$ cat src/hcs_pkg.sv
package hcs_pkg;

	// ============================================================
	// Sizes
	localparam int NUM_CTX   = 5;
	localparam int CTX_W     = 3;
	localparam int PRIO_W    = 3;
	localparam int NUM_IRQ   = 16;
	localparam int IRQ_W     = 4;
	localparam int ADDR_W    = 32;
	localparam int SW_W      = 16;

	// ============================================================
	// Fixed values
	localparam logic [CTX_W-1:0] MASTER_CTX = 3'h0;
	// Position of the supervisor bit in the status word
	localparam int SUPV_BIT = 13;
	localparam logic [PRIO_W-1:0] PRIO_RST = 3'h0;
	// Cycles for a single-thread switch
	localparam int ST_SWITCH_CYC = 1;

	// ============================================================
	// Types
	typedef enum logic [1:0] {
		TYPE_STANDARD,
		TYPE_FAST_VECT,
		TYPE_SINGLE_THREAD
	} hcs_ctx_type_t;

	typedef enum logic [1:0] {
		ST_READY,
		ST_NOT_READY,
		ST_HALTED
	} hcs_ctx_state_t;

	// One context's control word
	typedef struct packed {
		logic           enable;
		hcs_ctx_type_t  ctype;
		logic [PRIO_W-1:0] prio;
		logic           halt;
	} hcs_ctx_ctrl_t;

	localparam hcs_ctx_ctrl_t CTRL_RST = '{
		enable: 1'b0, ctype: TYPE_STANDARD, prio: PRIO_RST, halt: 1'b0};

	// Request to the execution unit
	typedef struct packed {
		logic              valid;
		logic [CTX_W-1:0]  ctx;
		logic              load_vec;
		logic              push_frame;
		logic [IRQ_W-1:0]  vec_num;
	} hcs_switch_t;

endpackage

$ cat src/hcs_pick.sv
`timescale 1ns/1ps
`default_nettype none

// Picks the highest ranked candidate; lower index wins ties,
// index 0 always wins when it is a candidate.
module hcs_pick
	import hcs_pkg::*;
#(
	parameter int N = NUM_CTX
) (
	input  wire logic [N-1:0]             cand,
	input  wire logic [N-1:0][PRIO_W-1:0] prio,
	output logic                          found,
	output logic [CTX_W-1:0]              win
);

	// Refused at elaboration: every index must fit the index width
	if (N < 1 || N > (1 << CTX_W)) begin : g_bad_n
		$error("hcs_pick: unsupported context count");
	end

	logic [PRIO_W-1:0] best_p;

	always_comb begin
		found  = 1'b0;
		win    = MASTER_CTX;
		best_p = '0;
		if (cand[0]) begin
			found = 1'b1;
		end else begin
			for (int i = 1; i < N; i++) begin
				if (cand[i] && (!found || prio[i] > best_p)) begin
					found  = 1'b1;
					win    = CTX_W'(i);
					best_p = prio[i];
				end
			end
		end
	end

endmodule

`default_nettype wire

$ cat src/hcs_sched.sv
`timescale 1ns/1ps
`default_nettype none

// Function
// - five contexts with private register sets share one execution unit
// - each context is standard, fast-vectored or single-thread type
// - each context is ready, not ready or halted
// - sleep moves running context from ready to not ready unless an irq is pending for it
// - standard: fetch vector; push and reload frame if irq outranks
// - fast-vectored: load program counter from vector, no stacking
// - fast-vectored accepts any number of irqs, each own vector
// - single-thread: resume at current counter, no vector, one cycle
// - each irq bound to one context with context-relative priority
// - context 0 always ranks highest
// - after reset execution starts in context 0
// - only master context may write context control words
// - other priorities programmable; equal priority lower index wins
// - protected fields written only by master in supervisor mode
// - halted context skipped until master write or debug release
// - unused contexts disabled, no effect on scheduling
// - switching never saves registers to memory
module hcs_sched
	import hcs_pkg::*;
#(
	parameter int N_CTX = NUM_CTX,
	parameter int N_IRQ = NUM_IRQ
) (
	input  wire logic                          mclk,
	input  wire logic                          rst_n,
	// Interrupt sources, one level each
	input  wire logic [N_IRQ-1:0]              irq_req,
	// Binding table: owning context and relative priority per source
	input  wire logic [N_IRQ-1:0][CTX_W-1:0]   irq_ctx,
	input  wire logic [N_IRQ-1:0][PRIO_W-1:0]  irq_prio,
	// Control word write from the execution unit
	input  wire logic                          ctl_we,
	input  wire logic [CTX_W-1:0]              ctl_idx,
	input  wire hcs_ctx_ctrl_t                 ctl_wdata,
	input  wire logic [SW_W-1:0]               cur_status_word,
	// Protected field write, e.g. master-only priority
	input  wire logic                          prot_we,
	input  wire logic [PRIO_W-1:0]             prot_wdata,
	// Execution unit events
	input  wire logic                          sleep_exec,
	input  wire logic                          irq_return,
	input  wire logic                          switch_ack,
	// Debug release of a halted context
	input  wire logic                          dbg_release,
	input  wire logic [CTX_W-1:0]              dbg_idx,
	output hcs_switch_t                        switch_req,
	output logic [CTX_W-1:0]                   run_ctx,
	output logic [N_CTX-1:0][1:0]              ctx_state,
	output logic [N_CTX-1:0][SW_W-1:0]         saved_frames,
	output logic [PRIO_W-1:0]                  prot_field,
	output logic                               write_blocked
);

	// Refused at elaboration: context counts beyond NUM_CTX, irq counts beyond the index width
	if (N_CTX < 1 || N_CTX > NUM_CTX) begin : g_bad_ctx
		$error("hcs_sched: context count not served");
	end
	if (N_IRQ < 1 || N_IRQ > (1 << IRQ_W)) begin : g_bad_irq
		$error("hcs_sched: irq count not served");
	end

	// ============================================================
	// Context state
	// per-context records, one execution unit
	hcs_ctx_ctrl_t  ctrl_q [N_CTX];
	hcs_ctx_state_t state_q [N_CTX];
	logic [CTX_W-1:0] run_q;
	logic [N_CTX-1:0] in_handler_q;
	logic [N_CTX-1:0][SW_W-1:0] depth_q;
	hcs_switch_t req_q;
	logic [PRIO_W-1:0] prot_q;
	logic blocked_q;

	logic master_run;
	logic supervisor;
	assign master_run = (run_q == MASTER_CTX);
	assign supervisor = cur_status_word[SUPV_BIT];

	// ============================================================
	// Debug port crossing
	// The debug port runs on its own clock, so the release passes two
	// flops; the index must stay steady while the release crosses
	logic             dbg_rel_meta_q;
	logic             dbg_rel_q;
	logic [CTX_W-1:0] dbg_idx_meta_q;
	logic [CTX_W-1:0] dbg_idx_q;

	always_ff @(posedge mclk) begin
		if (!rst_n) begin
			dbg_rel_meta_q <= 1'b0;
			dbg_rel_q      <= 1'b0;
			dbg_idx_meta_q <= MASTER_CTX;
			dbg_idx_q      <= MASTER_CTX;
		end else begin
			dbg_rel_meta_q <= dbg_release;
			dbg_rel_q      <= dbg_rel_meta_q;
			dbg_idx_meta_q <= dbg_idx;
			dbg_idx_q      <= dbg_idx_meta_q;
		end
	end

	// ============================================================
	// Interrupt routing
	logic [N_CTX-1:0] pend;
	logic [N_CTX-1:0][IRQ_W-1:0] pend_vec;
	logic [N_CTX-1:0][PRIO_W-1:0] pend_prio;

	always_comb begin
		pend      = '0;
		pend_vec  = '0;
		pend_prio = '0;
		// each source feeds only its bound context
		// many sources per context, best one keeps its vector
		for (int s = 0; s < N_IRQ; s++) begin
			for (int c = 0; c < N_CTX; c++) begin
				if (irq_req[s] && irq_ctx[s] == CTX_W'(c) &&
				    (!pend[c] || irq_prio[s] > pend_prio[c])) begin
					pend[c]      = 1'b1;
					pend_vec[c]  = IRQ_W'(s);
					pend_prio[c] = irq_prio[s];
				end
			end
		end
	end

	// ============================================================
	// Candidate selection
	logic [N_CTX-1:0] cand;
	logic [N_CTX-1:0][PRIO_W-1:0] rank;
	logic found;
	logic [CTX_W-1:0] win;

	genvar g;
	generate
		for (g = 0; g < N_CTX; g++) begin : g_cand
			// ready or pending irq makes a candidate
			assign cand[g] = ctrl_q[g].enable &&
			                 state_q[g] != ST_HALTED &&
			                 (state_q[g] == ST_READY || pend[g]);
			assign rank[g] = ctrl_q[g].prio;
			assign ctx_state[g] = state_q[g];
			assign saved_frames[g] = depth_q[g];
		end
	endgenerate

	hcs_pick #(
		.N(N_CTX)
	) u_pick (
		.cand  (cand),
		.prio  (rank),
		.found (found),
		.win   (win)
	);

	// Writes allowed to control words and protected fields
	logic ctl_ok;
	logic prot_ok;
	assign ctl_ok = ctl_we && master_run && ctl_idx < CTX_W'(N_CTX);
	// master in supervisor mode for protected fields
	assign prot_ok = prot_we && master_run && supervisor;

	// ============================================================
	// Control words
	always_ff @(posedge mclk) begin
		if (!rst_n) begin
			for (int c = 0; c < N_CTX; c++)
				ctrl_q[c] <= CTRL_RST;
			ctrl_q[0].enable <= 1'b1;
		end else if (ctl_ok) begin
			ctrl_q[ctl_idx] <= ctl_wdata;
			// Master cannot disable itself, else nothing would run
			if (ctl_idx == MASTER_CTX)
				ctrl_q[0].enable <= 1'b1;
		end
	end

	always_ff @(posedge mclk) begin
		if (!rst_n) begin
			prot_q <= PRIO_RST;
		end else if (prot_ok) begin
			prot_q <= prot_wdata;
		end
	end

	always_ff @(posedge mclk) begin
		if (!rst_n) begin
			blocked_q <= 1'b0;
		end else begin
			blocked_q <= (ctl_we && !ctl_ok) || (prot_we && !prot_ok);
		end
	end

	// ============================================================
	// Context states
	always_ff @(posedge mclk) begin
		if (!rst_n) begin
			for (int c = 0; c < N_CTX; c++)
				state_q[c] <= ST_NOT_READY;
			state_q[0] <= ST_READY;
		end else begin
			for (int c = 0; c < N_CTX; c++) begin
				if (ctl_ok && ctl_idx == CTX_W'(c)) begin
					// master write sets or clears halt
					state_q[c] <= ctl_wdata.halt ? ST_HALTED : ST_READY;
				end else if (dbg_rel_q && dbg_idx_q == CTX_W'(c) &&
				             state_q[c] == ST_HALTED) begin
					state_q[c] <= ST_READY;
				end else if (sleep_exec && run_q == CTX_W'(c) &&
				             state_q[c] == ST_READY && !pend[c]) begin
					// sleep releases the unit; a pending irq wins
					state_q[c] <= ST_NOT_READY;
				end else if (pend[c] && state_q[c] == ST_NOT_READY) begin
					state_q[c] <= ST_READY;
				end
			end
		end
	end

	// ============================================================
	// Entry kind for the winner
	logic win_other;
	logic win_pend;
	hcs_ctx_type_t win_type;
	logic win_outranks;
	assign win_type  = ctrl_q[win].ctype;
	assign win_pend  = pend[win];
	assign win_other = found && (win != run_q || win_pend);
	// Interrupt outranks the context when its priority exceeds it
	assign win_outranks = pend_prio[win] > ctrl_q[win].prio;

	// A running single-thread context has no handler to enter, so its
	// own pending source must not keep raising switches into itself
	logic self_hold;
	assign self_hold = (win == run_q) &&
	                   (in_handler_q[win] || win_type == TYPE_SINGLE_THREAD);

	// Switch handed over to the execution unit this cycle
	logic take;
	assign take = req_q.valid && switch_ack;

	always_ff @(posedge mclk) begin
		if (!rst_n) begin
			req_q <= '0;
		end else if (req_q.valid) begin
			if (switch_ack)
				req_q <= '0;
		end else if (win_other && !self_hold) begin
			// request carries context, vector number and entry kind, no register spill
			req_q.valid   <= 1'b1;
			req_q.ctx     <= win;
			req_q.vec_num <= pend_vec[win];
			unique case (win_type)
				TYPE_STANDARD: begin
					// vector fetch, frame push when outranking
					req_q.load_vec   <= win_pend;
					req_q.push_frame <= win_pend && win_outranks;
				end
				TYPE_FAST_VECT: begin
					req_q.load_vec   <= win_pend;
					req_q.push_frame <= 1'b0;
				end
				TYPE_SINGLE_THREAD: begin
					req_q.load_vec   <= 1'b0;
					req_q.push_frame <= 1'b0;
				end
				default: begin
					req_q.load_vec   <= 1'b0;
					req_q.push_frame <= 1'b0;
				end
			endcase
		end
	end

	// ============================================================
	// Running context and handler nesting
	always_ff @(posedge mclk) begin
		if (!rst_n) begin
			run_q <= MASTER_CTX;
		end else if (take) begin
			run_q <= req_q.ctx;
		end
	end

	// Handler flag: set on a vectored entry, cleared by return
	always_ff @(posedge mclk) begin
		if (!rst_n) begin
			in_handler_q <= '0;
		end else begin
			if (take && req_q.load_vec)
				in_handler_q[req_q.ctx] <= 1'b1;
			if (irq_return && !take)
				in_handler_q[run_q] <= 1'b0;
		end
	end

	// Frame depth: pushed on an outranking entry, popped on return
	always_ff @(posedge mclk) begin
		if (!rst_n) begin
			depth_q <= '0;
		end else if (take && req_q.push_frame) begin
			depth_q[req_q.ctx] <= depth_q[req_q.ctx] + 1'b1;
		end else if (irq_return && !take && depth_q[run_q] != '0) begin
			depth_q[run_q] <= depth_q[run_q] - 1'b1;
		end
	end

	assign switch_req    = req_q;
	assign run_ctx       = run_q;
	assign prot_field    = prot_q;
	assign write_blocked = blocked_q;

endmodule

`default_nettype wire

$ cat config.mk
export PLATFORM = sky130hd
export DESIGN_NAME = hcs_sched
export DESIGN_NICKNAME = d
export VERILOG_FILES = /design/src/hcs_pkg.sv /design/src/hcs_pick.sv /design/src/hcs_sched.sv
export SDC_FILE = /design/constraint.sdc
export NUM_CORES = 1
export LEC_CHECK = 0
export BUFFER_PORTS_ARGS = -buffer_cell sky130_fd_sc_hd__buf_2
export CELL_PAD_IN_SITES_DETAIL_PLACEMENT = 0
export CELL_PAD_IN_SITES_GLOBAL_PLACEMENT = 2
export CORE_AREA = 2 2 245 247
export CTS_BUF_LIST = sky130_fd_sc_hd__clkbuf_4
export CTS_CLUSTER_SIZE = 8
export DETAILED_ROUTE_END_ITERATION = 10
export DIE_AREA = 0 0 247 249
export GPL_TIMING_DRIVEN = 0
export PLACE_DENSITY = 0.93
export SETUP_SLACK_MARGIN = 0.5
export SYNTH_ARGS = -nofsm -noshare
export SYNTH_HDL_FRONTEND = slang
export SYNTH_SLANG_ARGS = --single-unit
$ cat constraint.sdc
create_clock -name mclk -period 42.3 [get_ports mclk]
set_input_delay 12.69 -clock mclk [delete_from_list [all_inputs] [get_ports mclk]]
set_output_delay 12.69 -clock mclk [all_outputs]
set_load 0.02 [all_outputs]
== Yosys cells after proc, flatten, opt, wreduce, memory -nomap -nowiden ==
Memory sizes are Yosys's and may differ from the RTL's.
Index checks and enable logic that the tools add are counted.

* Input bits: 152
* Memories kept: 2
* Bits in registers: 110
* Logic and storage cells: 1,069
* Memory bits (writable): 45
* Output and inout bits: 107

{| class="wikitable"
|+ Memories
! memory !! depth !! width !! read ports !! clocked after Yosys merged registers in !! wr ports !! line !! source
|-
| ctrl_q || 5 || 7 || 6 || 0 || 5 || hcs_sched.sv:69 || <nowiki>hcs_ctx_ctrl_t ctrl_q [N_CTX];</nowiki>
|-
| state_q || 5 || 2 || 5 || 0 || 5 || hcs_sched.sv:70 || <nowiki>hcs_ctx_state_t state_q [N_CTX];</nowiki>
|}

* Add/subtract/negate cells: 2
* Mux-type cells: 410
* Reduce and logical (&&, ||, !) cells: 423
* Eq/ne operators: 97
* Bitwise operators: 32
* $lt $le $gt $ge: 85

{| class="wikitable"
|+ Operator list
! kind !! count
|-
| 4-bit two-way mux || 71
|-
| 3-bit two-way mux || 90
|-
| 3-bit > comparator || 79
|-
| 1-bit logical AND || 220
|-
| 1-bit two-way mux || 198
|-
| 80-bit bitwise mux || 2
|-
| 80-bit two-way mux || 2
|-
| 3-bit by 2-bit equality test with 1-bit output, second input constant || 38
|-
| 16-bit binary-select mux with 3-bit select || 2
|-
| 16-bit demux with 3-bit select || 2
|-
| 1-bit logical NOT || 87
|-
| 1-bit logical OR || 86
|-
| 16-bit two-way mux || 4
|-
| 3-bit equality test, second input constant || 20
|-
| 3-bit by 1-bit equality test with 1-bit output, second input constant || 19
|-
| 3-bit logical NOT || 19
|-
| 2-bit two-way mux || 25
|-
| 10-bit two-way mux || 3
|-
| 1-bit bitwise OR || 23
|-
| 16-bit by 1-bit adder with 16-bit output, second input constant || 1
|-
| 16-bit nonzero test || 1
|-
| 16-bit by 1-bit subtractor with 16-bit output, second input constant || 1
|-
| 5-bit two-way mux || 3
|-
| 4-bit binary-select mux with 3-bit select || 1
|-
| other kinds (23) || 52
|}

== Depth between registers and ports, before layout ==
Gate-level depths: netlist of run 1.

* Depth after elaboration: 90
* Depth in mapped cells: 132
* Depth with buffers taken out: 128

== By module ==
From an unflattened synthesis of run 1, not the netlist that was laid out.

* Cell total of the unflattened synthesis: 2,739
* Area, all modules: 20,641.0 um^2

{| class="wikitable"
|+ Modules (own cells, without submodules)
! module !! area an instance (um^2) !! cells each !! seq. area each (um^2) !! instances
|-
| hcs_sched || 20,273.2 || 2,690 || 3,833.7 || 1
|-
| hcs_pick || 367.9 || 49 || 0.0 || 1
|}

== Worst setup path before layout of run 1 ==
OpenSTA, ideal clock, no wires.

* Kind: input-to-reg
* Start: in irq_ctx[1] (netlist bit)
* End: reg req_q, in the netlist switch_req[4]
* Slack: 8.196 ns
* Cell stages on the path: 118
* Setup time: 0.065 ns
* Required time: 42.235 ns
* Arrival: 34.039 ns
* Cells stage by stage: nor4bb_1 -> nand2_1 -> ha_1 -> and3_1 -> a21oi_1 -> o211ai_1 -> and2_1 -> ha_1 -> nand3b_1 -> a32o_1 -> a21o_1 -> a31oi_1 -> inv_1 -> ha_1 -> nor2b_1 -> o21a_1 -> o21ai_0 -> a21o_1 -> [82 not listed] -> o21ai_1 -> mux2_2 -> ha_1 -> a21o_1 -> a21oi_1 -> a31oi_1 -> o21ai_0 -> nand3_1 -> a211oi_1 -> o31ai_1 -> o221a_1 -> ha_1 -> a21o_1 -> a21oi_1 -> a31oi_1 -> nand3_1 -> mux2_1 -> nor2_1

* Longest elaborated chain between the ends: 90
* Elaborated cells on any way between the ends: 536
* Those cells by class: order compare: 79; eq/ne: 8; mux: 188; reduce/logical: 260; memory: 1

{| class="wikitable"
|+ RTL lines
! item !! line !! source
|-
| from (decl) || hcs_sched.sv:33 || <nowiki>input wire logic [N_IRQ-1:0][CTX_W-1:0] irq_ctx,</nowiki>
|-
| parallel branches: the longest is 90 deep, another holds 3-bit > comparator || -- ||
|-
| to (decl) || hcs_sched.sv:74 || <nowiki>hcs_switch_t req_q;</nowiki>
|}

Parallel ways; which one is timed is not known. The select of a mux whose other input is x is not followed.
A chain may end at the register's enable or synchronous reset.

== Worst setup path after layout of run 1 ==
* Start: in irq_ctx[2] (netlist bit)
* End: reg req_q, in the netlist switch_req[4]

The elaborated chain is that of the path after synthesis.

==> results.md, run 1 <==
- Final core occ: about two fifths
- IO Port Bufs: 237
- Clock sink count: 150
- Die W: 247 um
- Area of the multi-input gates: 16000 um2
- Distinct cells, synth: ~110
- Largest net degree at the start of global routing: 17
- Synth Warn #: 0
- Met3 global-route usage: around 4.8%
- First-pass detailed-route iteration total: 6
- Avg Vias per Cell: ~6.4
- Share of the yosys chip area belonging to registers: 16.6%
- Adder-cell share of the synthesized area: 12.7%
- Post-Synth XOR/XNOR Area: 1.38%
- Met2 global-route usage: 47.6%
- Fin crit share: 92.5%
- EDFF count, synth: 38
- DRC errors left: 0
- Post-route setup TNS: 0 ns
- Outcome: finished with violations
- Mean post-synth cell area: 7.48 um2
- Synth-to-Final Area Change: 12.1%
- Met1 usage: about two fifths
- Post-CTS Setup Repair Bufs: 0
- Gpl congestion: 0.991
- Max stage delay on crit path: approximately 0.73 ns
- Synth Instances: roughly 2.7k
- CTS tree: yes
- P_sw: 315 uW
- Power Density: about 28 nW/um2
- CTS resizes: 0
- Clock tree buffer depth: 2
- Pleak: 0.00923 uW
- Logic gate share of total power: 59.2%
- Max Cap Viol: 1
- Fin worst setup slack: approximately 3.2 ns
- Starting Density: 34.6%
- Final setup viols: 0
- TritonCTS buffer count: 17
- Arr. time, crit path: 39.69 ns
- H-tree depth: 4
- Most frequent cells in the layout: 292 x nand2_1, 246 x buf_2, 233 x a21oi_1, 218 x nor2_1, 196 x ha_1
- RSZ-0062 raised after global routing: false
- Most used routing layer: met2
- Synthesized cell area: ~20000 um2
- Gr usage total: approximately 30%
- # fillers: 6240
- Total Nets Final: about 3.3k
- CP Class: input port to flop
- DRT Wirelength: 94500 um
- Startpoint Class: input port
- Share of cells above drive strength 1: 13.8%
- Synth Area in Simple Gates: 27.3%
- Register area: 3380 um2
- IO Pins: around 260
- Syn_nets: 3066
- Sequential power share: 26.7%
- Worst setup EP type: flop
- Vias in the first global route: around 23k
- Critical-path maximum fanout: 10
- F_max: 25.6 MHz
- #FFs+latches synth: 150
- Internal Power: approximately 330 uW
- Clock share of power: 14.0%
- Initial antenna violation count: 7
- Async S/R FF share, synth: 0%
- Violated checks: max-capacitance violations
- Slew Viols, Final: 0
- Final cell count without fillers: between 3k and 4k
- Chip height: 249 um
- Largest family of logic cells by synthesized area: compound AO/OA/AOI/OAI gates
- Hpwl dp: 75900 um
- Minimum clock period: 39.12 ns
- Post-CTS Hold Fix Bufs: 0
- Placed cells: 3728
- Fraction of synthesized area in multiplexers: 6.06%
- Normalized max-slew margin: 0.186%
- Most common cell after layout, fill and taps aside: nand2_1
- Clk Latency, worst-skew pair: 0.64 ns
- First-pass GRT wire length: between 100000 and 150000 um
- Worst slew pin tran: 1.48 ns
- Antenna viol nets, final: 0
- Detailed-route via count: approximately 24k
- Routed wire per std cell: between 20 and 30 um
- Worst Setup Slack post-DPL: just under 3 ns
- Global route overflow: 0
- CTS Root Cell: clkbuf_4
- Top FF cell, synth: dfxtp_1
- Full die area: just over 60000 um2
- Worst Skew: 0.0299 ns
- Sw frac: 48.9%
- Final hold viol count: 0
- Standard-cell row count: 89
- Min-delay worst type: flop to flop
- Synth Area in Compound Gates: 31.2%
- Required time of the critical path: 42.87 ns
- Core Box Area: just under 60000 um2
- Slowest stage cell, crit path: nor4bb_1
- Initial DRC count: between 2k and 3k
- Hold WS: approximately 0.45 ns
- Maximum VDD drop: between 0.015 and 0.02 mV
- CTS clk-pin slew, worst paths: about 0.13 ns
[Yosys cell counts, types with 16 or more instances]
master      n  area share [%]
nand2_1   292             5.4
a21oi_1   233             5.7
nor2_1    218             4.0
ha_1      196              12
inv_1     131             2.4
o21ai_0   122             3.0
dfxtp_1   112              11
nand3_1    92             2.3
clkbuf_1   89             1.6
and2_1     81             2.5
nor3_1     70             1.7
a211oi_1   69             2.5
a22oi_1    69             2.5
mux2_2     54             3.0
nor2b_1    50             1.5
a31oi_1    48             1.5
o211ai_1   45             1.7
o21a_1     42             1.6
edfxtp_1   38             5.6
nor4bb_1   38             1.9
a21o_1     36             1.3
mux2i_1    32             1.6
o22ai_1    30            0.92
nand2b_1   26            0.80
nor4b_1    23            0.99
a211o_1    20            0.86
or2_2      20            0.62
xnor2_1    20            0.86
and3_1     18            0.55
a221oi_1   17            0.73
nand4_1    16            0.49
nor4_1     16            0.49
o21ai_1    16            0.39
[final timing paths]
kind / startpoint / endpoint / slack (ns) / depth (start not counted)
max: irq_ctx[2] / switch_req[4] / 3.18 / 118
max reg2reg: state_q[1][0] / switch_req[4] / 33.74 / 36
min: dbg_idx_meta_q[2] / dbg_idx_q[2] / 0.45 / 1
min reg2reg: dbg_idx_meta_q[2] / dbg_idx_q[2] / 0.45 / 1
[critical path, delay by kind of cell]
| family | cells | cell delay (ns) |
|---|---|---|
| AO/OA/AOI/OAI | 61 | 13.46 |
| adder cells (fa/ha/maj) | 19 | 5.84 |
| AND/OR/NAND/NOR | 26 | 4.61 |
| multiplexers | 6 | 2.27 |
| buffers and inverters | 6 | 0.80 |
[area by class of cell]
class,instances,share of cell area [%]
clock inverter,15,0.598
tap,773,4.24
sequential,150,14.8
inverter,134,2.21
multi-input combinational,2320,70.3
antenna,2,0.0220
clock buffer,17,0.560
buffer,114,2.04
timing repair buffer,238,5.23
[metal layers]
metal | vias to the layer above | share of wire (%)
met5 | - | 0.042
met4 | 6 | 2.7
met3 | 186 | 9.3
li1 | 10900 | -
met2 | 1327 | 45
met1 | 11600 | 43
[flip-flops by register name, summed over array words and instances, names as in the netlist]
signal / count
run_ctx: 3
switch_req: 10
dbg_idx_q: 3
write_blocked: 1
state_q: 10
ctrl_q: 30
saved_frames: 80
in_handler_q: 5
prot_field: 3
dbg_idx_meta_q: 3
dbg_rel_meta_q: 1
dbg_rel_q: 1
[power by group through the flow]
stage	Clock, uW	Sequential, uW	Combinational (uW)
floorplan	0	177	247
global placement	0	174	364
detailed placement	0	174	372
CTS	91.1	171	373
global route	96.1	173	416
finish	90.5	172	382
[cells by family after synthesis]
group,Yosys count
simple gates,1050
compound gates,929
buf+inv,248
fa+ha+maj,208
flops,150
mux,101
xor+xnor,32
[through the flow]
step	cell area (um2)	power [uW]
6_report	22800	645
4_1_cts	22800	636
3_5_place_dp	22500	546
3_3_place_gp	22500	538
5_1_grt	22800	685
2_1_floorplan	20300	424
No activity file was read; power rests on OpenSTA's default activity.
==> run 2, diff against run 1 <==
--- a/config.mk
+++ b/config.mk
@@ -5,14 +5,15 @@
 export SDC_FILE = /design/constraint.sdc
 export NUM_CORES = 1
 export LEC_CHECK = 0
+export ABC_AREA = 1
 export BUFFER_PORTS_ARGS = -buffer_cell sky130_fd_sc_hd__buf_2
 export CELL_PAD_IN_SITES_DETAIL_PLACEMENT = 0
 export CELL_PAD_IN_SITES_GLOBAL_PLACEMENT = 2
-export CORE_AREA = 2 2 245 247
+export CORE_AREA = 2 2 252 254
 export CTS_BUF_LIST = sky130_fd_sc_hd__clkbuf_4
 export CTS_CLUSTER_SIZE = 8
 export DETAILED_ROUTE_END_ITERATION = 10
-export DIE_AREA = 0 0 247 249
+export DIE_AREA = 0 0 254 256
 export GPL_TIMING_DRIVEN = 0
 export PLACE_DENSITY = 0.93
 export SETUP_SLACK_MARGIN = 0.5
==> results.md, run 2 <==
- Hold WS: 0.424 ns (was 0.448 ns)
- Diodes inserted: 0 (was 2)
- Full die area: 65000 um2 (was 61500 um2)
- Share of cells above drive strength 1: 14.5% (was 13.8%)
- Final hold viol count: 0 (unchanged)
- Post-CTS Setup Repair Bufs: 0 (unchanged)
- Final cell count without fillers: 4322 (was 3763)
- Tot Pwr: 775 uW (was 645 uW)
- CP most frequent cell: nand2_1
- Dominant cell type by area after synthesis: nand2_1 (was ha_1)
- DRC errors left: 0 (unchanged)
- Core Box Area: 62400 um2 (was 58700 um2)
- TritonCTS buffer count: 17 (unchanged)
- Final setup viols: 0 (unchanged)
- Met2 global-route usage: 38.0% (was 47.6%)
- Placed cells: 4290 (was 3728)
- Largest net degree at the start of global routing: 17 (unchanged)
- Slew Viols, Final: 0 (unchanged)
- Most used routing layer: met2 (unchanged)
- Post-synth top area share: 15.7% (was 12.1%)
- Required time of the critical path: 42.87 ns (about the same)
- DRT Wirelength: 76300 um (was 94500 um)
- Startpoint Class: input port (unchanged)
- CTS resizes: 0 (unchanged)
- Largest delay contributor family on the critical path: simple AND/OR/NAND/NOR gates (was compound AO/OA/AOI/OAI gates)
- EDFF count, synth: 44 (was 38)
- Worst slew pin tran: 1.31 ns (was 1.48 ns)
- First-pass GRT wire length: 118000 um (was 139000 um)
- Clock tree buffer depth: 2 (unchanged)
- P_sw: 410 uW (was 315 uW)
- Gr usage total: 23.0% (was 29.5%)
- First-pass detailed-route iteration total: 6 (unchanged)
- Async S/R FF share, synth: 0% (unchanged)
- Worst setup EP type: flop (unchanged)
- Fin crit share: 73.8% (was 92.5%)
- Fin area: 22300 um2 (was 22800 um2)
- Worst Skew: 0.0261 ns (was 0.0299 ns)
- H-tree depth: 4 (unchanged)
- Met3 global-route usage: 3.62% (was 4.85%)
- Avg Vias per Cell: 5.07 (was 6.40)
- Clock share of power: 13.2% (was 14.0%)
- Gpl congestion: 0.979 (was 0.991)
- Antenna viol nets, final: 0 (unchanged)
- Share of the yosys chip area belonging to registers: 18.1% (was 16.6%)
- F_max: 32.0 MHz (was 25.6 MHz)
- Chip height: 256 um (was 249 um)
- Logic gate share of total power: 62.7% (was 59.2%)
- Internal Power: 366 uW (was 330 uW)
- Global route overflow: 0 (unchanged)
- #FFs+latches synth: 156 (was 150)
- Outcome: completed (was finished with violations)
- Distinct cells, synth: 68 (was 106)
- Pleak: 0.0116 uW (was 0.00923 uW)
- IO Pins: 259 (unchanged)
- Synth area leaders: nand2_1 16%, ha_1 12%, dfxtp_1 11% (was ha_1 12%, dfxtp_1 11%, a21oi_1 5.7%)
- Minimum clock period: 31.21 ns (was 39.12 ns)
- Standard-cell row count: 92 (was 89)
- Met1 usage: 31.4% (was 40.2%)
- Normalized max-slew margin: 12.6% (was 0.186%)
- Sequential power share: 24.1% (was 26.7%)
- Post-CTS Hold Fix Bufs: 0 (unchanged)
- Critical-path maximum fanout: 8 (was 10)
- CTS Root Cell: clkbuf_4 (unchanged)
- Synth Instances: 3200 (was 2718)
- Clk Latency, worst-skew pair: 0.64 ns (about the same)
- Arr. time, crit path: 31.78 ns (was 39.69 ns)
- Max FFs per register: 80 (unchanged)
- Clock sink count: 156 (was 150)
- Min-delay worst type: flop to flop (unchanged)
- Total Nets Final: 3811 (was 3323)
- Most frequent cells in the layout: 822 x nand2_1, 434 x inv_1, 317 x o21ai_0, 300 x nor2_1, 243 x nand3_1 (was 292 x nand2_1, 246 x buf_2, 233 x a21oi_1, 218 x nor2_1, 196 x ha_1)
- Placed Instance Area: 22000 um2 (was 22500 um2)
- Most common cell after layout, fill and taps aside: nand2_1 (unchanged)
- Post-route setup TNS: 0 ns (unchanged)
- Routed wire per std cell: 17.7 um (was 25.1 um)
- IO Port Bufs: 239 (was 237)
- Starting Density: 31.6% (was 34.6%)
- Synth-to-Final Area Change: 13.1% (was 12.1%)
- Top-count cell post-synth: nand2_1 (unchanged)
- Maximum VDD drop: 0.0220 mV (was 0.0168 mV)
- Sw frac: 52.9% (was 48.9%)
- CP Class: input port to flop (unchanged)
- CTS tree: yes (unchanged)
- Max stage delay on crit path: 0.37 ns (was 0.73 ns)
- Synthesized cell area: 19700 um2 (was 20300 um2)
- Initial antenna violation count: 0 (was 7)
- Mean post-synth cell area: 6.15 um2 (was 7.48 um2)
- Top FF cell, synth: dfxtp_1 (unchanged)
- Power Density: 34.8 nW/um2 (was 28.3 nW/um2)
- Detailed-route via count: 21.9k (was 24.1k)
- Initial DRC count: 1551 (was 2674)
- CTS clk-pin slew, worst paths: 0.14 ns (was 0.13 ns)
- Top cells by count, synth: 822 x nand2_1, 434 x inv_1, 317 x o21ai_0, 300 x nor2_1, 243 x nand3_1 (was 292 x nand2_1, 233 x a21oi_1, 218 x nor2_1, 196 x ha_1, 131 x inv_1)
- Worst path buffer plus inverter count: 17 (was 6)
- Hpwl dp: 61500 um (was 75900 um)
- Slowest stage cell, crit path: a311oi_1 (was nor4bb_1)
- Synth Warn #: 0 (unchanged)
- Max Cap Viol: 0 (was 1)
- Die W: 254 um (was 247 um)
- Vias in the first global route: 20.4k (was 22.7k)
- RSZ-0062 raised after global routing: false (unchanged)
## run 2: worst paths after layout
| check | start | end | slack [ns] | cells after the start |
|---|---|---|---|---|
| setup reg to reg | state_q[1][1] | switch_req[4] | 35.51 | 45 |
| hold reg to reg | dbg_rel_meta_q | dbg_rel_q | 0.42 | 2 |
| hold / removal | dbg_rel_meta_q | dbg_rel_q | 0.42 | 2 |
| setup / recovery | irq_ctx[2] | switch_req[4] | 11.09 | 150 |
## run 2: worst min-delay path: stages, from the launching register on
cell and delay [ns]:
dfxtp_1 0.32, nand2_1 0.05, inv_1 0.03
## run 2: metrics by stage
stage / setup slack [ns] / utilization [%]
CTS: 11.08 / 35.7
finish: 11.09 / 35.7
global placement: 10.58 / 35.2
global route: 8.54 / 35.7
floorplan: 13.33 / -
detailed placement: 10.43 / 35.2
## run 2: final cells by class
cell class	instances	area (um2)
plain buffers	64	389
clock buffers	18	135
clock inverters	14	171
fillers	7151	40100
inverters	445	1680
multi-input cells	2540	14100
flip-flops and latches	156	3560
well taps	846	1060
repair buffers	239	1200
## run 2: power groups by stage
stage / combinational (uW) / sequential, uW / clock, uW
2_1_floorplan: 322 / 200 / 0
3_3_place_gp: 478 / 190 / 0
3_5_place_dp: 479 / 190 / 0
4_1_cts: 481 / 186 / 104
5_1_grt: 544 / 189 / 109
6_report: 486 / 187 / 102
## run 2: logic make-up after synthesis
logic type                 share of synthesized area [%]
AOI/OAI and AO/OA                                   19.9
and+or+nand+nor                                     38.3
other                                             0.0190
buffers and inverters                               10.5
adders and majority gates                           12.5
xor gates and xnor gates                           0.712
DFF                                                 18.1
## run 2: metal layers
layer / vias to the layer above / wire, um
li1: 11300 / -
met1: 9851 / 35000
met5: - / 0
met4: 0 / 1780
met3: 123 / 4960
met2: 696 / 34500
